## config.mk

```make
export PLATFORM = sky130hd
export DESIGN_NAME = ccts_top
export DESIGN_NICKNAME = d
export VERILOG_FILES = /design/src/ccts_slot_match.v /design/src/ccts_top.v
export VERILOG_INCLUDE_DIRS = /design/src /design/src/src
export SDC_FILE = /design/constraint.sdc
export NUM_CORES = 1
export LEC_CHECK = 0
export ABC_AREA = 1
export BUFFER_PORTS_ARGS = -buffer_cell sky130_fd_sc_hd__buf_4
export CAP_MARGIN = 10
export CELL_PAD_IN_SITES_DETAIL_PLACEMENT = 2
export CELL_PAD_IN_SITES_GLOBAL_PLACEMENT = 2
export CORE_MARGIN = 4
export CORE_UTILIZATION = 17
export CTS_CLUSTER_SIZE = 28
export DETAILED_ROUTE_END_ITERATION = 12
export GPL_TIMING_DRIVEN = 0
export PLACE_DENSITY = 0.89
export SLEW_MARGIN = 25
export SYNTH_ARGS = -nofsm -noshare
export SYNTH_HDL_FRONTEND = slang
export SYNTH_SLANG_ARGS = --single-unit
```

## constraint.sdc

```tcl
create_clock -name ref_clk -period 1.1 [get_ports ref_clk]
set_input_delay 0 -clock ref_clk [delete_from_list [all_inputs] [get_ports ref_clk]]
set_output_delay 0 -clock ref_clk [all_outputs]
set_load 0.02 [all_outputs]
```

## src/ccts_consts.vh

```
// Constants for the calendar cam time switch block.
// Assumes inclusion by the switch modules; definitions only.
// Operation
// - A weekly switch has three slots, each with its own days and times, driving one output.
// - A selected day reaching a slot's on time sets the output to one.
// - A selected day reaching a slot's off time clears the output; otherwise it holds.
// - Opposite actions in the same minute resolve to the highest-numbered slot.
// - Each slot has a seven-bit day mask, Monday in bit 0 to Sunday in bit 6.
// - Times are hour and minute, 00:00 to 23:59; out-of-range values are rejected.
// - A time set to the empty marker performs no switching for that edge.
// - The yearly switch sets its output on reaching the on date and holds it.
// - The yearly switch clears its output on reaching the off date.
// - Dates are a month field then a day field, compared month first.
`ifndef CCTS_CONSTS_VH
`define CCTS_CONSTS_VH
`define CCTS_NUM_SLOTS 3
`define CCTS_DAY_W 7
`define CCTS_HOUR_W 5
`define CCTS_MIN_W 6
`define CCTS_MONTH_W 4
`define CCTS_MDAY_W 5
`define CCTS_HOUR_MAX 5'h17
`define CCTS_MIN_MAX 6'h3B
`define CCTS_MONTH_MIN 4'h1
`define CCTS_MONTH_MAX 4'hC
`define CCTS_MDAY_MIN 5'h01
`define CCTS_MDAY_MAX 5'h1F
`endif

```

## src/ccts_slot_match.v

```verilog
// One weekly schedule slot: decodes its on and off events for the current minute.
// Assumes calendar fields are stable while min_tick is high.
`timescale 1ns/1ps
`include "ccts_consts.vh"
module ccts_slot_match (
  input wire [`CCTS_DAY_W-1:0] day_mask,
  input wire on_empty,
  input wire [`CCTS_HOUR_W-1:0] on_hour,
  input wire [`CCTS_MIN_W-1:0] on_min,
  input wire off_empty,
  input wire [`CCTS_HOUR_W-1:0] off_hour,
  input wire [`CCTS_MIN_W-1:0] off_min,
  input wire [`CCTS_DAY_W-1:0] day_onehot,
  input wire [`CCTS_HOUR_W-1:0] cur_hour,
  input wire [`CCTS_MIN_W-1:0] cur_min,
  output wire on_hit,
  output wire off_hit
);
  // ----------------------------------------
  // Time validity and compare
  // ----------------------------------------
  function time_ok;
    input [`CCTS_HOUR_W-1:0] h;
    input [`CCTS_MIN_W-1:0] m;
    begin
      time_ok = (h <= `CCTS_HOUR_MAX) && (m <= `CCTS_MIN_MAX);
    end
  endfunction

  wire day_sel;
  assign day_sel = |(day_mask & day_onehot);
  // Empty marker or invalid time never fires
  assign on_hit = day_sel && !on_empty && time_ok(on_hour, on_min) &&
                  (on_hour == cur_hour) && (on_min == cur_min);
  assign off_hit = day_sel && !off_empty && time_ok(off_hour, off_min) &&
                   (off_hour == cur_hour) && (off_min == cur_min);
endmodule

```

## src/ccts_top.v

```verilog
// Weekly three-slot and yearly date time switches sharing one calendar.
// Assumes calendar fields come from logic on ref_clk and min_tick pulses
// one cycle at each new minute, with fields already showing that minute.
`timescale 1ns/1ps
`include "ccts_consts.vh"
module ccts_top (
  input wire ref_clk,
  input wire arst_n,
  input wire min_tick,
  input wire [`CCTS_DAY_W-1:0] cur_day_onehot,
  input wire [`CCTS_HOUR_W-1:0] cur_hour,
  input wire [`CCTS_MIN_W-1:0] cur_min,
  input wire [`CCTS_MONTH_W-1:0] cur_month,
  input wire [`CCTS_MDAY_W-1:0] cur_mday,
  input wire [`CCTS_NUM_SLOTS*`CCTS_DAY_W-1:0] slot_day_mask,
  input wire [`CCTS_NUM_SLOTS-1:0] slot_on_empty,
  input wire [`CCTS_NUM_SLOTS*`CCTS_HOUR_W-1:0] slot_on_hour,
  input wire [`CCTS_NUM_SLOTS*`CCTS_MIN_W-1:0] slot_on_min,
  input wire [`CCTS_NUM_SLOTS-1:0] slot_off_empty,
  input wire [`CCTS_NUM_SLOTS*`CCTS_HOUR_W-1:0] slot_off_hour,
  input wire [`CCTS_NUM_SLOTS*`CCTS_MIN_W-1:0] slot_off_min,
  input wire [`CCTS_MONTH_W-1:0] year_on_month,
  input wire [`CCTS_MDAY_W-1:0] year_on_mday,
  input wire [`CCTS_MONTH_W-1:0] year_off_month,
  input wire [`CCTS_MDAY_W-1:0] year_off_mday,
  output reg weekly_out_q,
  output reg yearly_out_q
);
  // ----------------------------------------
  // Weekly slots
  // ----------------------------------------
  wire [`CCTS_NUM_SLOTS-1:0] on_hit;
  wire [`CCTS_NUM_SLOTS-1:0] off_hit;
  genvar g;
  generate
    for (g = 0; g < `CCTS_NUM_SLOTS; g = g + 1) begin : g_slot
      ccts_slot_match u_slot (
        .day_mask(slot_day_mask[g*`CCTS_DAY_W +: `CCTS_DAY_W]),
        .on_empty(slot_on_empty[g]),
        .on_hour(slot_on_hour[g*`CCTS_HOUR_W +: `CCTS_HOUR_W]),
        .on_min(slot_on_min[g*`CCTS_MIN_W +: `CCTS_MIN_W]),
        .off_empty(slot_off_empty[g]),
        .off_hour(slot_off_hour[g*`CCTS_HOUR_W +: `CCTS_HOUR_W]),
        .off_min(slot_off_min[g*`CCTS_MIN_W +: `CCTS_MIN_W]),
        .day_onehot(cur_day_onehot),
        .cur_hour(cur_hour),
        .cur_min(cur_min),
        .on_hit(on_hit[g]),
        .off_hit(off_hit[g])
      );
    end
  endgenerate

  // Highest slot with any action wins; within a slot, off beats on
  // so a slot with equal on and off times stays safely off.
  reg weekly_d;
  integer i;
  always @* begin
    weekly_d = weekly_out_q;
    for (i = 0; i < `CCTS_NUM_SLOTS; i = i + 1) begin
      if (on_hit[i]) begin
        weekly_d = 1'b1;
      end
      if (off_hit[i]) begin
        weekly_d = 1'b0;
      end
    end
  end

  // ----------------------------------------
  // Yearly date switch
  // ----------------------------------------
  function date_ok;
    input [`CCTS_MONTH_W-1:0] mo;
    input [`CCTS_MDAY_W-1:0] dy;
    begin
      date_ok = (mo >= `CCTS_MONTH_MIN) && (mo <= `CCTS_MONTH_MAX) &&
                (dy >= `CCTS_MDAY_MIN) && (dy <= `CCTS_MDAY_MAX);
    end
  endfunction

  // Date events only at midnight so each date fires once per year
  wire midnight;
  assign midnight = (cur_hour == {`CCTS_HOUR_W{1'b0}}) && (cur_min == {`CCTS_MIN_W{1'b0}});
  wire y_on_hit;
  wire y_off_hit;
  assign y_on_hit = midnight && date_ok(year_on_month, year_on_mday) &&
                    (cur_month == year_on_month) && (cur_mday == year_on_mday);
  assign y_off_hit = midnight && date_ok(year_off_month, year_off_mday) &&
                     (cur_month == year_off_month) && (cur_mday == year_off_mday);

  // ----------------------------------------
  // Output registers
  // ----------------------------------------
  always @(posedge ref_clk or negedge arst_n) begin
    if (!arst_n) begin
      weekly_out_q <= 1'b0;
      yearly_out_q <= 1'b0;
    end else if (min_tick) begin
      weekly_out_q <= weekly_d;
      if (y_off_hit) begin
        yearly_out_q <= 1'b0;
      end else if (y_on_hit) begin
        yearly_out_q <= 1'b1;
      end
    end
  end
endmodule

```

==> results.cfg <==
[pwr]
peakVddDrop_uv = 274
powerDensity_nw_per_um2 = 463
power_leakage_nw = 1.58

[cts]
insertion_delay_ps = 210
path_clk_slew_ps = 30
cts_htree_levels = 1
cts_buffer_depth = 2
cts.sinks = 2
cts-root-buf = clkbuf_8
cts_made_buffers = 3
cts_tree = yes

[floorplanning]
coreArea_um2 = 9420
die_area_um2 = 11500
dieWidth_um = 107
rows = 35
fp.dieH_um = 107
initial_utilization_pct = 17.7
ios = 143

[finish]
layout.nets = 621
fillers = 1188
multiInputGateArea_um2 = 1440
syn_to_final_growth_pct = 79.4
final_area_um2 = 3000
num_antenna_cells = 0
drive_gt1_share_pct = 35.6
finalNonFillerCells = 607
ff_latch_area_um2 = 50.0

[synthesis]
synth_cells = 336
yosysMostFrequentCell = nand2_1
synth_area_leaders = nand2_1 (27%), nor2_1 (9.2%), xnor2_1 (8.4%)
yosys.cell_types.count = 31
synth_edf_count = 0
synthTopCellsByCount = nand2_1 (120), nor2_1 (41), inv_1 (36)
ys_seq_elements = 2
ys.flop_type = dfrtp_1
ys_seq_area_share_pct = 3.00
synth_nets = 477
syn_area_per_cell_um2 = 4.97
async_flop_share_pct = 100
syn-cell-area_um2 = 1670
synth_top_cell_by_area = nand2_1
ys.warnings.count = 0
yosys.area.top_type_share_pct = 27.0

[critical_path]
worstSetupPathType = in -> reg
r2r-start = weekly_out_q
cp-start-kind = input port
ff2ff_path_depth = 6
path_max_fanout = 6
endpoint_kind = flop
critPathArrivalTime_ps = 1110
worstPathRequired_ps = 1230
r2r-end = weekly_out_q
regToRegSetupSlack_ps = 120

[grt]
grt_use_total_pct = 16.0
grt_start_max_net_pins = 11
antenna_found_initial = 0
grt_pass1_vias = 3006
grt_pass1_wl_um = 14900
grt.overflow.total = 0

[timing]
period_share_pct = 88.9
hold_violations = 0
max_clock_freq_mhz = 1020
maxSlewHeadroom_pct = 73.9
clock_skew_ps = 0
grt_setup_unrepaired = yes
setup_violations = 0
worst_pin_slew_ps = 388
slew_violations = 0
period_minus_slack_ps = 978

[placed_design]
placed_area_um2 = 2850
io_buffers = 136
dp.cells = 601
place_congestion = 0.836
hpwl_um = 8720

[routing]
drc = 0
drt_iter0_drc = 86
via_per_inst = 4.50
final_antenna_net_count = 0
vias = 2729
wl_per_cell_um = 16.1
drt_wl_total_um = 9790
firstDrtPassIters = 4

[hold_path]
worst_hold_path_type = in -> async

[status]
outcome = completed

[job]
maxCapViolations = 0
==> report_power, final <==
part           leakage [nW]  total (mW)  internal (mW)  switching [mW]
Sequential           0.0227      0.0744         0.0743       0.0000526
Combinational          1.53        1.03          0.543           0.484
Clock                0.0216       0.286          0.231          0.0551
==> placed cells by master, fill, tap and decap left out, types with 3 or more instances in the layout <==
cell	netlist	final
buf_4	3	138
nand2_1	120	119
nor2_1	41	39
inv_1	36	36
nand4_1	18	18
nand3_1	17	17
xnor2_1	16	16
xor2_1	15	14
o21ai_0	11	11
inv_2	11	6
a21oi_1	6	6
o22ai_1	6	6
nor3_1	9	6
buf_6	1	4
inv_4	0	4
or2_0	4	4
nor2_2	1	3
nor3_2	0	3
clkbuf_8	0	3
==> state kept, by name, summed over array words and instances, names as in the netlist <==
name,flops
yearly_out_q,1
weekly_out_q,1
==> how the worst max path moves through the flow <==
stage	end	slack (ps)	from	cells after the start
4_1_cts	yearly_out_q	8	cur_hour[3]	8
5_1_grt	weekly_out_q	2	cur_hour[4]	13
2_1_floorplan	weekly_out_q	180	cur_min[3]	9
3_3_place_gp	weekly_out_q	-270	cur_min[0]	10
6_report	weekly_out_q	120	cur_hour[0]	12
3_5_place_dp	weekly_out_q	-300	cur_min[0]	10
==> critical path: stages <==
cell and delay (ps):
buf_2 140, inv_2 110, nand2_1 60, nand2_1 70, nand3_1 100, nor2_1 120, nand3_1 80, nand2_1 70
nand2_1 50, nand2_1 80, nand2_2 60, a21oi_2 160
==> cell type report <==
cell class                      count  area share [%]
Multi-Input combinational cell    281            47.9
Buffer                              6            2.09
Timing Repair Buffer              139            35.2
Clock buffer                        3            1.38
Tap cell                          129            5.39
Inverter                           47            6.39
Sequential cell                     2            1.67
==> per-layer routing <==
metal / vias to the layer above / GRT usage (%) / wire [um]
met5: - / 0 / 0
met4: 0 / 2.28 / 78
met3: 6 / 2.65 / 531
met2: 76 / 29.9 / 5120
met1: 1283 / 19.5 / 4060
li1: 1364 / - / -
==> metrics by stage <==
stage	power [mW]	TNS (ps)	util [%]	worst slack, ps	hold WS (ps)
floorplan	0.483	0	-	175	-296
global placement	1.03	-338	30.3	-274	-217
detailed placement	1.07	-527	30.3	-303	-213
CTS	1.38	0	30.9	8.22	124
global route	1.51	0	31.8	2.15	136
finish	1.39	0	31.8	122	130
==> cells by family (layout without fill, tap and decap cells) <==
family / after synthesis / in the layout / share of synthesized area [%]
XOR/XNOR: 31 / 31 / 16.3
AND/OR/NAND/NOR: 217 / 217 / 55.4
buffers and inverters: 53 / 195 / 13.2
AO/OA/AOI/OAI: 33 / 33 / 12.2
flip-flops: 2 / 2 / 3.00
==> timing repair <==
| action | CTS | global route |
|---|---|---|
| gates resized for setup | 1 | 21 |
| setup buffers | 0 | 2 |
| setup endpoints to repair | 1 | 2 |
| hold buffers | 1 | 0 |
| pin swaps | 0 | 8 |
| endpoints found under the hold margin | 2 | 0 |
No activity file was read; power rests on OpenSTA's default activity.
